**src/rtl/sbi_pkg.sv**
```systemverilog
// Shared constants, phase type and group inversion functions of the link
// Overview of operation
// - Group of 16 with over 8 actives inverts
// - Flag n covers data bits 16n+15 to 16n
// - Receiver re-inverts groups whose flag is set
// - Every data phase carries its own flags
// - Active means 1 inside, low on wires
// - Never more than 9 actives per group
// - Writes to interrupt window become interrupt messages
// - Interrupt writes posted if room, else retried
// - Message issued only after the write posts
// - Lowest priority goes to least busy thread
// - Threads report task priority; hub stores it
// - Redirect downstream, peripheral and inter-processor interrupts
// - End of interrupt is broadcast downstream
// - Four phases per bus clock; line in two
package sbi_pkg;
  localparam int DATA_W      = 64;
  localparam int GROUPS      = 4;
  localparam int GROUP_W     = 16;
  localparam int GROUP_LIMIT = 8;
  localparam int MAX_ACTIVE  = 9;
  localparam int KIND_W      = 2;
  localparam logic [KIND_W-1:0] KIND_DATA = 2'h0;
  localparam logic [KIND_W-1:0] KIND_INTR = 2'h1;
  localparam logic [KIND_W-1:0] KIND_TPR  = 2'h2;
  localparam logic [KIND_W-1:0] KIND_EOI  = 2'h3;
  localparam int PHASE_CYC       = 4;
  localparam int PHASES_PER_BCLK = 4;
  localparam int BCLK_CYC        = PHASE_CYC * PHASES_PER_BCLK;
  localparam int LINE_BYTES      = 64;
  localparam int LINE_PHASES     = LINE_BYTES / (DATA_W / 8);
  localparam int ADDR_W          = 32;
  localparam int MSG_ADDR_LSB    = 32;
  localparam int WIN_LSB         = 20;
  localparam int WIN_W           = 12;
  localparam logic [WIN_W-1:0] WIN_BASE = 12'hfee;
  localparam int DEST_LSB        = 12;
  localparam int DEST_W          = 8;
  localparam int DM_LSB          = 8;
  localparam int DM_W            = 3;
  localparam logic [DM_W-1:0] DM_LOWEST = 3'h1;
  localparam int TPR_PRIO_LSB    = 0;
  localparam int TPR_THR_LSB     = 8;
  localparam int TPR_THR_W       = 8;
  localparam int EOI_VEC_LSB     = 0;
  localparam int EOI_VEC_W       = 8;

  typedef struct packed {
    logic [GROUPS-1:0] flag_n;
    logic [DATA_W-1:0] data_n;
  } sbi_phase_t;

  // Internal word to active-low wire form of one phase
  function automatic sbi_phase_t sbi_encode(input logic [DATA_W-1:0] d);
    sbi_phase_t p;
    int         cnt;
    p.data_n = ~d;
    p.flag_n = '1;
    for (int g = 0; g < GROUPS; g++) begin
      cnt = 0;
      for (int b = 0; b < GROUP_W; b++) begin
        cnt = cnt + int'(d[g*GROUP_W+b]);
      end
      if (cnt > GROUP_LIMIT) begin
        p.data_n[g*GROUP_W +: GROUP_W] = d[g*GROUP_W +: GROUP_W];
        p.flag_n[g] = 1'b0;
      end
    end
    return p;
  endfunction : sbi_encode

  // Wire form of one phase back to the internal word
  function automatic logic [DATA_W-1:0] sbi_decode(input sbi_phase_t p);
    logic [DATA_W-1:0] d;
    d = ~p.data_n;
    for (int g = 0; g < GROUPS; g++) begin
      if (!p.flag_n[g]) begin
        d[g*GROUP_W +: GROUP_W] = ~d[g*GROUP_W +: GROUP_W];
      end
    end
    return d;
  endfunction : sbi_decode
endpackage : sbi_pkg
```
**src/rtl/sbi_link_if.sv**
```systemverilog
// System bus link between the hub end and the processor end
`timescale 1ns/1ps
`default_nettype none
interface sbi_link_if;
  logic                             bus_clk;
  logic                             h2d_strobe;
  logic [sbi_pkg::KIND_W-1:0]       h2d_kind;
  sbi_pkg::sbi_phase_t              h2d_phase;
  logic                             d2h_strobe;
  logic [sbi_pkg::KIND_W-1:0]       d2h_kind;
  sbi_pkg::sbi_phase_t              d2h_phase;

  modport dev (
    output bus_clk,
    output d2h_strobe,
    output d2h_kind,
    output d2h_phase,
    input  h2d_strobe,
    input  h2d_kind,
    input  h2d_phase
  );

  modport host (
    input  bus_clk,
    input  d2h_strobe,
    input  d2h_kind,
    input  d2h_phase,
    output h2d_strobe,
    output h2d_kind,
    output h2d_phase
  );
endinterface : sbi_link_if
`default_nettype wire

```
**src/rtl/sbi_hub_end.sv**
```systemverilog
// Hub end of the link: bus clock, inversion, interrupt forwarding
`timescale 1ns/1ps
`default_nettype none
module sbi_hub_end #(
  parameter int THREADS = 4,
  parameter int PRIO_W  = 8
) (
  input  wire logic                        clk,
  input  wire logic                        reset,
  sbi_link_if.dev                          link,
  input  wire logic                        ds_wr_valid,
  input  wire logic [sbi_pkg::ADDR_W-1:0]  ds_wr_addr,
  input  wire logic [sbi_pkg::ADDR_W-1:0]  ds_wr_data,
  output logic                             ds_wr_ready,
  output logic                             ds_wr_retry,
  output logic                             mem_wr_valid,
  output logic [sbi_pkg::ADDR_W-1:0]       mem_wr_addr,
  output logic [sbi_pkg::ADDR_W-1:0]       mem_wr_data,
  output logic                             eoi_valid,
  output logic [sbi_pkg::EOI_VEC_W-1:0]    eoi_vector,
  input  wire logic                        up_tx_valid,
  input  wire logic [sbi_pkg::DATA_W-1:0]  up_tx_data,
  output logic                             up_tx_taken,
  output logic                             up_rx_valid,
  output logic [sbi_pkg::DATA_W-1:0]       up_rx_data
);
  localparam int CYC_W = $clog2(sbi_pkg::BCLK_CYC);
  localparam int THR_W = $clog2(THREADS);
  localparam int AW    = sbi_pkg::ADDR_W;

  logic [CYC_W-1:0]            cyc_q;
  logic                        bus_clk_q;
  logic                        slot;
  logic                        s1_q, s2_q, s3_q, seen_q;
  logic [sbi_pkg::KIND_W-1:0]  k1_q, k2_q, k3_q;
  sbi_pkg::sbi_phase_t         p1_q, p2_q, p3_q;
  logic                        rx_new;
  logic [sbi_pkg::DATA_W-1:0]  rx_word;
  logic [PRIO_W-1:0]           prio_q [THREADS];
  logic [sbi_pkg::TPR_THR_W-1:0] tpr_thr;
  logic                        ipi_valid_q;
  logic [sbi_pkg::DATA_W-1:0]  ipi_msg_q;
  logic                        post_valid_q;
  logic                        post_valid_d;
  logic [AW-1:0]               post_addr_q;
  logic [AW-1:0]               post_data_q;
  logic                        post_is_intr;
  logic                        accept;
  logic                        take_post_intr;
  logic                        take_post_mem;
  logic                        take_ipi;
  logic [AW-1:0]               src_addr;
  logic [AW-1:0]               src_data;
  logic [AW-1:0]               red_addr;
  logic [THR_W-1:0]            low_idx;
  logic                        msg_valid_q;
  logic [sbi_pkg::DATA_W-1:0]  msg_q;
  logic                        send_msg;
  logic                        send_data;
  logic                        strobe_q;
  logic [sbi_pkg::KIND_W-1:0]  kind_q;
  sbi_pkg::sbi_phase_t         phase_q;

  // Bus clock divider; four phase slots per bus clock
  always_ff @(posedge clk) begin
    if (reset) begin
      cyc_q     <= '0;
      bus_clk_q <= 1'b0;
    end else begin
      cyc_q     <= (cyc_q == CYC_W'(sbi_pkg::BCLK_CYC - 1)) ? '0 : cyc_q + 1'b1;
      bus_clk_q <= (cyc_q < CYC_W'(sbi_pkg::BCLK_CYC / 2));
    end
  end
  assign slot         = (32'(cyc_q) % sbi_pkg::PHASE_CYC) == 0;
  assign link.bus_clk = bus_clk_q;

  // Receiver synchronisers
  always_ff @(posedge clk) begin
    if (reset) begin
      s1_q <= 1'b0;
      s2_q <= 1'b0;
      s3_q <= 1'b0;
      k1_q <= sbi_pkg::KIND_DATA;
      k2_q <= sbi_pkg::KIND_DATA;
      k3_q <= sbi_pkg::KIND_DATA;
      p1_q <= '1;
      p2_q <= '1;
      p3_q <= '1;
    end else begin
      s1_q <= link.h2d_strobe;
      s2_q <= s1_q;
      s3_q <= s2_q;
      k1_q <= link.h2d_kind;
      k2_q <= k1_q;
      k3_q <= k2_q;
      p1_q <= link.h2d_phase;
      p2_q <= p1_q;
      p3_q <= p2_q;
    end
  end
  assign rx_new  = (s2_q == s3_q) && (s3_q != seen_q);
  assign rx_word = sbi_pkg::sbi_decode(p3_q);
  assign tpr_thr = rx_word[sbi_pkg::TPR_THR_LSB +: sbi_pkg::TPR_THR_W];

  // Received data words and end of interrupt broadcast
  always_ff @(posedge clk) begin
    if (reset) begin
      seen_q      <= 1'b0;
      up_rx_valid <= 1'b0;
      up_rx_data  <= '0;
      eoi_valid   <= 1'b0;
      eoi_vector  <= '0;
    end else begin
      up_rx_valid <= rx_new && k3_q == sbi_pkg::KIND_DATA;
      eoi_valid   <= rx_new && k3_q == sbi_pkg::KIND_EOI;
      if (rx_new) begin
        seen_q <= s3_q;
      end
      if (rx_new && k3_q == sbi_pkg::KIND_DATA) begin
        up_rx_data <= rx_word;
      end
      if (rx_new && k3_q == sbi_pkg::KIND_EOI) begin
        eoi_vector <= rx_word[sbi_pkg::EOI_VEC_LSB +: sbi_pkg::EOI_VEC_W];
      end
    end
  end

  // Task priority table per thread
  always_ff @(posedge clk) begin
    if (reset) begin
      for (int t = 0; t < THREADS; t++) begin
        prio_q[t] <= '0;
      end
    end else if (rx_new && k3_q == sbi_pkg::KIND_TPR && 32'(tpr_thr) < THREADS) begin
      prio_q[THR_W'(tpr_thr)] <= rx_word[sbi_pkg::TPR_PRIO_LSB +: PRIO_W];
    end
  end

  // Inter-processor interrupt waiting for the message stage
  always_ff @(posedge clk) begin
    if (reset) begin
      ipi_valid_q <= 1'b0;
      ipi_msg_q   <= '0;
    end else if (rx_new && k3_q == sbi_pkg::KIND_INTR) begin
      ipi_valid_q <= 1'b1;
      ipi_msg_q   <= rx_word;
    end else if (take_ipi) begin
      ipi_valid_q <= 1'b0;
    end
  end

  // Posted inbound write slot; a full slot retries the writer
  assign post_is_intr = post_addr_q[sbi_pkg::WIN_LSB +: sbi_pkg::WIN_W] == sbi_pkg::WIN_BASE;
  assign accept         = ds_wr_valid && ds_wr_ready;
  assign take_post_intr = post_valid_q && post_is_intr && !msg_valid_q;
  assign take_post_mem  = post_valid_q && !post_is_intr;
  assign take_ipi       = ipi_valid_q && !msg_valid_q && !(post_valid_q && post_is_intr);

  always_comb begin
    post_valid_d = post_valid_q;
    if (take_post_intr || take_post_mem) begin
      post_valid_d = 1'b0;
    end
    if (accept) begin
      post_valid_d = 1'b1;
    end
  end

  always_ff @(posedge clk) begin
    if (reset) begin
      post_valid_q <= 1'b0;
      post_addr_q  <= '0;
      post_data_q  <= '0;
      ds_wr_ready  <= 1'b0;
      ds_wr_retry  <= 1'b0;
    end else begin
      post_valid_q <= post_valid_d;
      ds_wr_ready  <= !post_valid_d;
      ds_wr_retry  <= ds_wr_valid && !ds_wr_ready;
      if (accept) begin
        post_addr_q <= ds_wr_addr;
        post_data_q <= ds_wr_data;
      end
    end
  end

  // Ordinary posted writes leave toward memory
  always_ff @(posedge clk) begin
    if (reset) begin
      mem_wr_valid <= 1'b0;
      mem_wr_addr  <= '0;
      mem_wr_data  <= '0;
    end else begin
      mem_wr_valid <= take_post_mem;
      if (take_post_mem) begin
        mem_wr_addr <= post_addr_q;
        mem_wr_data <= post_data_q;
      end
    end
  end

  // Lowest priority thread and destination redirection
  always_comb begin
    low_idx = '0;
    for (int t = 1; t < THREADS; t++) begin
      if (prio_q[t] < prio_q[low_idx]) begin
        low_idx = THR_W'(t);
      end
    end
    src_addr = take_post_intr ? post_addr_q : ipi_msg_q[sbi_pkg::MSG_ADDR_LSB +: AW];
    src_data = take_post_intr ? post_data_q : ipi_msg_q[AW-1:0];
    red_addr = src_addr;
    if (src_data[sbi_pkg::DM_LSB +: sbi_pkg::DM_W] == sbi_pkg::DM_LOWEST) begin
      red_addr[sbi_pkg::DEST_LSB +: sbi_pkg::DEST_W] = sbi_pkg::DEST_W'(low_idx);
    end
  end

  // Interrupt message stage
  assign send_msg  = slot && msg_valid_q;
  assign send_data = slot && !msg_valid_q && up_tx_valid;

  always_ff @(posedge clk) begin
    if (reset) begin
      msg_valid_q <= 1'b0;
      msg_q       <= '0;
    end else if (take_post_intr || take_ipi) begin
      msg_valid_q <= 1'b1;
      msg_q       <= {red_addr, src_data};
    end else if (send_msg) begin
      msg_valid_q <= 1'b0;
    end
  end

  // Sender: interrupt messages ahead of data words
  always_ff @(posedge clk) begin
    if (reset) begin
      strobe_q    <= 1'b0;
      kind_q      <= sbi_pkg::KIND_DATA;
      phase_q     <= '1;
      up_tx_taken <= 1'b0;
    end else begin
      up_tx_taken <= send_data;
      if (send_msg) begin
        strobe_q <= !strobe_q;
        kind_q   <= sbi_pkg::KIND_INTR;
        phase_q  <= sbi_pkg::sbi_encode(msg_q);
      end else if (send_data) begin
        strobe_q <= !strobe_q;
        kind_q   <= sbi_pkg::KIND_DATA;
        phase_q  <= sbi_pkg::sbi_encode(up_tx_data);
      end
    end
  end
  assign link.d2h_strobe = strobe_q;
  assign link.d2h_kind   = kind_q;
  assign link.d2h_phase  = phase_q;
endmodule : sbi_hub_end
`default_nettype wire

```
**src/flat_wrapper.sv**
```systemverilog
// flat-port wrapper written by rule: the top's interface ports become plain ports
module sbi_hub_end_flat 
#(
  parameter int THREADS = 4,
  parameter int PRIO_W  = 8
)
  (clk, reset, ds_wr_valid, ds_wr_addr, ds_wr_data, ds_wr_ready, ds_wr_retry, mem_wr_valid, mem_wr_addr, mem_wr_data, eoi_valid, eoi_vector, up_tx_valid, up_tx_data, up_tx_taken, up_rx_valid, up_rx_data, link_bus_clk, link_d2h_strobe, link_d2h_kind, link_d2h_phase, link_h2d_strobe, link_h2d_kind, link_h2d_phase);
  sbi_link_if link_i ();
  input  wire logic clk;
  input  wire logic reset;
  input  wire logic ds_wr_valid;
  input  wire logic [sbi_pkg::ADDR_W-1:0] ds_wr_addr;
  input  wire logic [sbi_pkg::ADDR_W-1:0] ds_wr_data;
  output logic ds_wr_ready;
  output logic ds_wr_retry;
  output logic mem_wr_valid;
  output logic [sbi_pkg::ADDR_W-1:0] mem_wr_addr;
  output logic [sbi_pkg::ADDR_W-1:0] mem_wr_data;
  output logic eoi_valid;
  output logic [sbi_pkg::EOI_VEC_W-1:0] eoi_vector;
  input  wire logic up_tx_valid;
  input  wire logic [sbi_pkg::DATA_W-1:0] up_tx_data;
  output logic up_tx_taken;
  output logic up_rx_valid;
  output logic [sbi_pkg::DATA_W-1:0] up_rx_data;
  output wire logic [$bits(link_i.bus_clk)-1:0] link_bus_clk;
  output wire logic [$bits(link_i.d2h_strobe)-1:0] link_d2h_strobe;
  output wire logic [$bits(link_i.d2h_kind)-1:0] link_d2h_kind;
  output wire logic [$bits(link_i.d2h_phase)-1:0] link_d2h_phase;
  input wire logic [$bits(link_i.h2d_strobe)-1:0] link_h2d_strobe;
  input wire logic [$bits(link_i.h2d_kind)-1:0] link_h2d_kind;
  input wire logic [$bits(link_i.h2d_phase)-1:0] link_h2d_phase;
  assign link_bus_clk = link_i.bus_clk;
  assign link_d2h_strobe = link_i.d2h_strobe;
  assign link_d2h_kind = link_i.d2h_kind;
  assign link_d2h_phase = link_i.d2h_phase;
  assign link_i.h2d_strobe = link_h2d_strobe;
  assign link_i.h2d_kind = link_h2d_kind;
  assign link_i.h2d_phase = link_h2d_phase;
  sbi_hub_end #(.THREADS(THREADS), .PRIO_W(PRIO_W)) u_core (.clk(clk), .reset(reset), .link(link_i), .ds_wr_valid(ds_wr_valid), .ds_wr_addr(ds_wr_addr), .ds_wr_data(ds_wr_data), .ds_wr_ready(ds_wr_ready), .ds_wr_retry(ds_wr_retry), .mem_wr_valid(mem_wr_valid), .mem_wr_addr(mem_wr_addr), .mem_wr_data(mem_wr_data), .eoi_valid(eoi_valid), .eoi_vector(eoi_vector), .up_tx_valid(up_tx_valid), .up_tx_data(up_tx_data), .up_tx_taken(up_tx_taken), .up_rx_valid(up_rx_valid), .up_rx_data(up_rx_data));
endmodule
```
**config.mk**
```make
export PLATFORM = sky130hd
export DESIGN_NAME = sbi_hub_end_flat
export DESIGN_NICKNAME = d
export VERILOG_FILES = /design/src/rtl/sbi_pkg.sv /design/src/rtl/sbi_link_if.sv /design/src/rtl/sbi_hub_end.sv /design/src/flat_wrapper.sv
export SDC_FILE = /design/constraint.sdc
export NUM_CORES = 1
export LEC_CHECK = 0
export ABC_AREA = 1
export BUFFER_PORTS_ARGS = -buffer_cell sky130_fd_sc_hd__buf_2
export CAP_MARGIN = 20
export CORE_AREA = 2 2 158 315
export DETAILED_ROUTE_END_ITERATION = 12
export DIE_AREA = 0 0 160 317
export PLACE_DENSITY = 0.79
export SYNTH_ARGS = -nofsm -noshare
export SYNTH_HDL_FRONTEND = slang
export SYNTH_SLANG_ARGS = --single-unit
```
**constraint.sdc**
```tcl
create_clock -name clk -period 5.86 [get_ports clk]
set_clock_uncertainty 0.15 [all_clocks]
set_input_delay 0.293 -clock clk [delete_from_list [all_inputs] [get_ports clk]]
set_output_delay 0.293 -clock clk [all_outputs]
set_load 0.02 [all_outputs]
```
-- Word-level counts from Yosys, hierarchy flattened
Memory sizes are Yosys's and may differ from the RTL's.
Index checks and enable logic that the tools add are counted.
- add/subtract/negate cells: 121
- mux-type cells: 46
- eq/ne operators: 8
- bitwise gates (word level): 7
- $lt $le $gt $ge: 13
- reduce and logical (&&, ||, !) cells: 31
- operators by type and width (cell ; count):
    $add A32 B2 Y32 ; 112
    $gt A32 B5 Y1 const B ; 8
    $mux W16 ; 12
    $not A64 Y64 ; 3
    $mux W68 ; 2
    $mux W32 ; 2
    $not A16 Y16 ; 4
    $logic_not A32 Y1 ; 1
    $mux W1 ; 25
    $lt A8 B8 Y1 ; 3
    $add A1 B1 Y2 ; 8
    $logic_and A1 B1 Y1 ; 16
    $mux W8 ; 2
    $eq A12 B12 Y1 const B ; 1
    $lt A8 B3 Y1 const B ; 1
    $reduce_or A8 Y1 ; 1
    $logic_not A1 Y1 ; 6
    $mux W2 ; 3
    $reduce_bool A2 Y1 ; 3
    $add A4 B1 Y4 const B ; 1
    $eq A2 B2 Y1 const B ; 2
    $eq A4 B4 Y1 const B ; 1
    $lt A4 B4 Y1 const B ; 1
    $eq A3 B1 Y1 const B ; 1
    other kinds (6) ; 7
- output and inout bits: 214
- input bits: 203
- bits in writable memories: 32
- flip-flop bits (word level): 626
- logic and storage cells: 263
- memories kept: 1
- memories (memory ; words ; width ; rd ports ; clocked after Yosys merged registers in ; wr ports ; line ; source):
    u_core.prio_q ; 4 ; 8 ; 6 ; 0 ; 4 ; sbi_hub_end.sv:39 ; logic [PRIO_W-1:0] prio_q [THREADS];

-- Depth between registers and ports, before layout
- depth after elaboration: 19
- depth in mapped cells: 30
- gate-level depth less buffers: 29

-- Worst setup path after synthesis
No wires, ideal clock.
- path kind: register to register
- start point: register u_core.msg_q[48] (netlist name)
- end point: register u_core.phase_q (netlist bit u_core.link.d2h_phase[60])
- required time: 5.576 ns
- arrival time: 4.411 ns
- cell stages (with the launch flop): 18
- buffers on the path: 1
- setup time: 0.134 ns
- slack: 1.165 ns
- cells stage by stage: dfxtp_1 ha_1 inv_1 fa_1 fa_1 fa_1 fa_1 inv_1 fa_1 fa_1 xor2_1 o31ai_1 nand2_1 clkbuf_1 o21ai_0 a21oi_1 o21ai_0 nand3_1
- cells in the longest elaborated chain, start to end: 18
- ends and longest elaborated chain (item ; line ; source):
    from (decl) ; sbi_hub_end.sv:57 ; logic [sbi_pkg::DATA_W-1:0] msg_q;
    from (signal assigned) ; sbi_hub_end.sv:228 ; msg_q <= {red_addr, src_data};
    $add A1 B1 Y2 ; sbi_pkg.sv:63 ; cnt = cnt + int'(d[g*GROUP_W+b]);
    $add A32 B2 Y32 (14 in series) ; sbi_pkg.sv:63 ;
    $gt A32 B5 Y1 ; sbi_pkg.sv:65 ; if (cnt > GROUP_LIMIT) begin
    $mux W16 ; sbi_pkg.sv:65 ;
    $mux W68 ; sbi_hub_end.sv:243 ; if (send_msg) begin
    to (signal assigned) ; sbi_hub_end.sv:246 ; phase_q <= sbi_pkg::sbi_encode(msg_q);
    to (signal assigned) ; sbi_hub_end.sv:250 ; phase_q <= sbi_pkg::sbi_encode(up_tx_data);
    to (decl) ; sbi_hub_end.sv:62 ; sbi_pkg::sbi_phase_t phase_q;
No other way between the ends.
A chain may end at the register's enable or synchronous reset.

-- Final worst setup path
- start point: register u_core.msg_q[0] (netlist name)
- end point: register u_core.phase_q (netlist bit u_core.link.d2h_phase[11])
Same word-level chain as after synthesis.

==> flow_metrics.env <==
export IMPL_die_y_um=317
export IMPL_track_usage=0.293
export IMPL_clk_latency_ps=600
export IMPL_crit_type="flop to flop"
export IMPL_rows=114
export IMPL_async_flop_share=0
export IMPL_cts_tree="built"
export IMPL_ff2ff_setup_slack_ps=440
export IMPL_cp_max_fo=30
export IMPL_fin_setup_tns_ps=0
export IMPL_ys_types=38
export IMPL_placed_cell_area_um2=29600
export IMPL_drt_iter0_drc=2072
export IMPL_vdd_drop_max_mv=0.368
export IMPL_critPathCapture="u_core.link.d2h_phase[11]$_SDFFE_PP1P_"
export IMPL_cap_viol_max_count=0
export IMPL_period_minus_slack_ps=5420
export IMPL_setup_violations=0
export IMPL_coreArea_um2=48200
export IMPL_clockRootBuffer="clkbuf_16"
export IMPL_first_pass_iters=6
export IMPL_max_freq_mhz=185
export IMPL_critPathMaxStageDelay_ps=560
export IMPL_final_period_utilization=0.925
export IMPL_fin_hold_ws_ps=15.8
export IMPL_hold_path_class="primary input to flop"
export IMPL_fin_cells=4378
export IMPL_start_kind="flop"
export IMPL_final_cell_area_um2=33600
export IMPL_placedCellCount=4082
export IMPL_routed_wl_um=76800
export IMPL_relSlewSlack=0.293
export IMPL_cp_arrival_ps=5720
export IMPL_ant_nets=0
export IMPL_start_util=0.566
export IMPL_p_leak_uw=0.0153
export IMPL_grt_ovfl_total=0
export IMPL_multiInputGateArea_um2=12000
export IMPL_ctsResizeCount=0
export IMPL_place_hpwl_um=48900
export IMPL_run_status="finished clean"
export IMPL_report_final_hold_viol_count=0
export IMPL_dr_total_vias=23271
export IMPL_dieArea_um2=50700
export IMPL_ys_warn_count=0
export IMPL_crit_chain="ha_1 -> inv_1 -> fa_1 -> fa_1 -> fa_1 -> fa_1 -> inv_1 -> fa_1 -> fa_1 -> xor2_1 -> o31ai_1 -> nand2_1 -> o21ai_0 -> a21oi_1 -> o21ai_0 -> nand3_1"
export IMPL_synth_seq_cells=658
export IMPL_p_total_uw=11500
export IMPL_dieWidth_um=160
export IMPL_ys_flop_type="dfxtp_1"
export IMPL_reg2reg_from="u_core.msg_q[0]$_SDFFE_PP0P_"
export IMPL_drc_errors=0
export IMPL_seq_area_um2=13500
export IMPL_syn_nets=3553
export IMPL_num_fill_cells=3687
export IMPL_maxSlewViolCount=0
export IMPL_port_buffers=415
export IMPL_io_pins=417
export IMPL_syn_inst=3207
export IMPL_path_common_cell="fa_1"
export IMPL_htree_levels=2
export IMPL_grt_max_degree=173
export IMPL_grt_pass1_wl_um=119000
export IMPL_required_ps=6160
export IMPL_wire_per_inst_um=17.5
export IMPL_area_growth_pct=23.0
export IMPL_rsz0062_at_grt="no"
export IMPL_crit_slowest_cell="nand2_1"
export IMPL_clock_sinks=658
export IMPL_crit_path_end_kind="flop"
export IMPL_synth_enable_flop_cells=32
export IMPL_rr_endpoint="u_core.link.d2h_phase[11]$_SDFFE_PP1P_"
export IMPL_viasPerCell=5.32
export IMPL_worst_pin_slew_ps=1060
export IMPL_fin_nets=4038
export IMPL_syn_area_um2=27300
export IMPL_clkTransAtPathRegs_ps=70
export IMPL_p_per_area_nw_per_um2=343
export IMPL_numCtsBuffers=54
export IMPL_seq_area_frac_synth=0.494
export IMPL_finalWeightedCongestion=0.872
export IMPL_syn_avg_cell_area_um2=8.52
export IMPL_cp_startpoint="u_core.msg_q[0]$_SDFFE_PP0P_"
export IMPL_grt_antenna_before_repair=2
export IMPL_max_clock_path_buffers=3
export IMPL_grt_pass1_vias=22878
export IMPL_r2r_cells=16
export IMPL_drive_above_1_share=0.211
[synthesized netlist by cell type, types with 32 or more instances]
cell      count  share of area
o221ai_1     42          0.013
edfxtp_1     32          0.035
dfxtp_1     626           0.46
nor2_1      417          0.057
a21oi_1     278          0.051
clkbuf_1    183          0.025
nand3_1      91          0.017
o21ai_0     421          0.077
fa_1         80          0.059
xor2_1       76          0.024
ha_1         63          0.029
inv_1       274          0.038
nand2_1     312          0.043
or2_2       220          0.050
[registers in the layout, indices dropped and copies added, names as in the netlist, 64 cells and up]
signal,flops
u_core.p2_q,68
u_core.p3_q,68
u_core.up_rx_data,64
u_core.link.d2h_phase,68
u_core.msg_q,64
u_core.p1_q,68
u_core.ipi_msg_q,64
[area by class of cell]
| cell class | count | area share |
|---|---|---|
| flip-flops and latches | 658 | 0.402 |
| clock buffers | 67 | 0.0447 |
| clock inverters | 35 | 0.0139 |
| diodes | 2 | 0.000149 |
| inverters | 285 | 0.0321 |
| well taps | 638 | 0.0238 |
| repair buffers | 632 | 0.126 |
| multi-input cells | 2061 | 0.357 |
[cell families (layout without fill, tap and decap cells)]
| logic type | count (synthesis) | in the layout | synth area share |
|---|---|---|---|
| other | 1 | 3 | 0.000137 |
| adders and majority gates | 143 | 143 | 0.0875 |
| AOI/OAI and AO/OA | 775 | 775 | 0.151 |
| xor gates and xnor gates | 81 | 81 | 0.0260 |
| buffers and inverters | 488 | 1019 | 0.0679 |
| and+or+nand+nor | 1061 | 1061 | 0.173 |
| DFF | 658 | 658 | 0.494 |
[through the flow]
| stage | util | worst slack, ps |
|---|---|---|
| finish | 0.697 | 441 |
| CTS | 0.695 | 521 |
| floorplan | - | 1170 |
| global route | 0.697 | 67.1 |
| detailed placement | 0.615 | 539 |
| global placement | 0.615 | 609 |
[cell usage in the layout, fill, tap and decap left out, types with 76 or more instances in the layout]
cell / netlist / final
o21ai_0: 421 / 421
inv_1: 274 / 271
dlygate4sd3_1: 0 / 188
buf_2: 6 / 415
fa_1: 80 / 80
a21oi_1: 278 / 278
or2_2: 220 / 220
xor2_1: 76 / 76
nand3_1: 91 / 90
nor2_1: 417 / 414
dfxtp_1: 626 / 626
nand2_1: 312 / 311
[per-layer routing]
metal | up-vias | wire [µm] | global-route usage
li1 | 11319 | - | -
met1 | 10862 | 30500 | 0.353
met2 | 897 | 38200 | 0.520
met3 | 191 | 4840 | 0.0484
met4 | 2 | 3170 | 0.124
met5 | - | 13 | 0
[report_power, final]
| group | switching, µW | total (µW) | internal, µW |
|---|---|---|---|
| Sequential | 148 | 4910 | 4760 |
| Clock | 1730 | 3970 | 2240 |
| Combinational | 1620 | 2650 | 1030 |
| Total | 3500 | 11500 | 8030 |
[how the worst min path moves through the flow]
stage	start	endpoint	cells past startpoint
floorplan	u_core.k1_q[0]$_SDFF_PP0_	u_core.k2_q[0]$_SDFF_PP0_	2
global placement	u_core.p1_q[25]$_SDFF_PP1_	u_core.p2_q[25]$_SDFF_PP1_	1
detailed placement	u_core.p2_q[16]$_SDFF_PP1_	u_core.p3_q[16]$_SDFF_PP1_	1
CTS	up_tx_data[56]	u_core.link.d2h_phase[56]$_SDFFE_PP1P_	5
global route	up_tx_data[17]	u_core.link.d2h_phase[17]$_SDFFE_PP1P_	5
finish	up_tx_data[35]	u_core.link.d2h_phase[35]$_SDFFE_PP1P_	5
[worst max-delay path: cells and delay by family (launching register included)]
family / cells / cell delay, ps
flops: 1 / 320
compound gates: 4 / 850
simple gates: 2 / 640
buf+inv: 2 / 120
fa+ha+maj: 7 / 3040
xor+xnor: 1 / 160
[timing repair]
item / in CTS / in global routing
setup buffers: 0 / 0
hold buffers: 188 / 0
endpoints found under the hold margin: 188 / 0
Note: power is estimated with default switching activity, not from simulation.
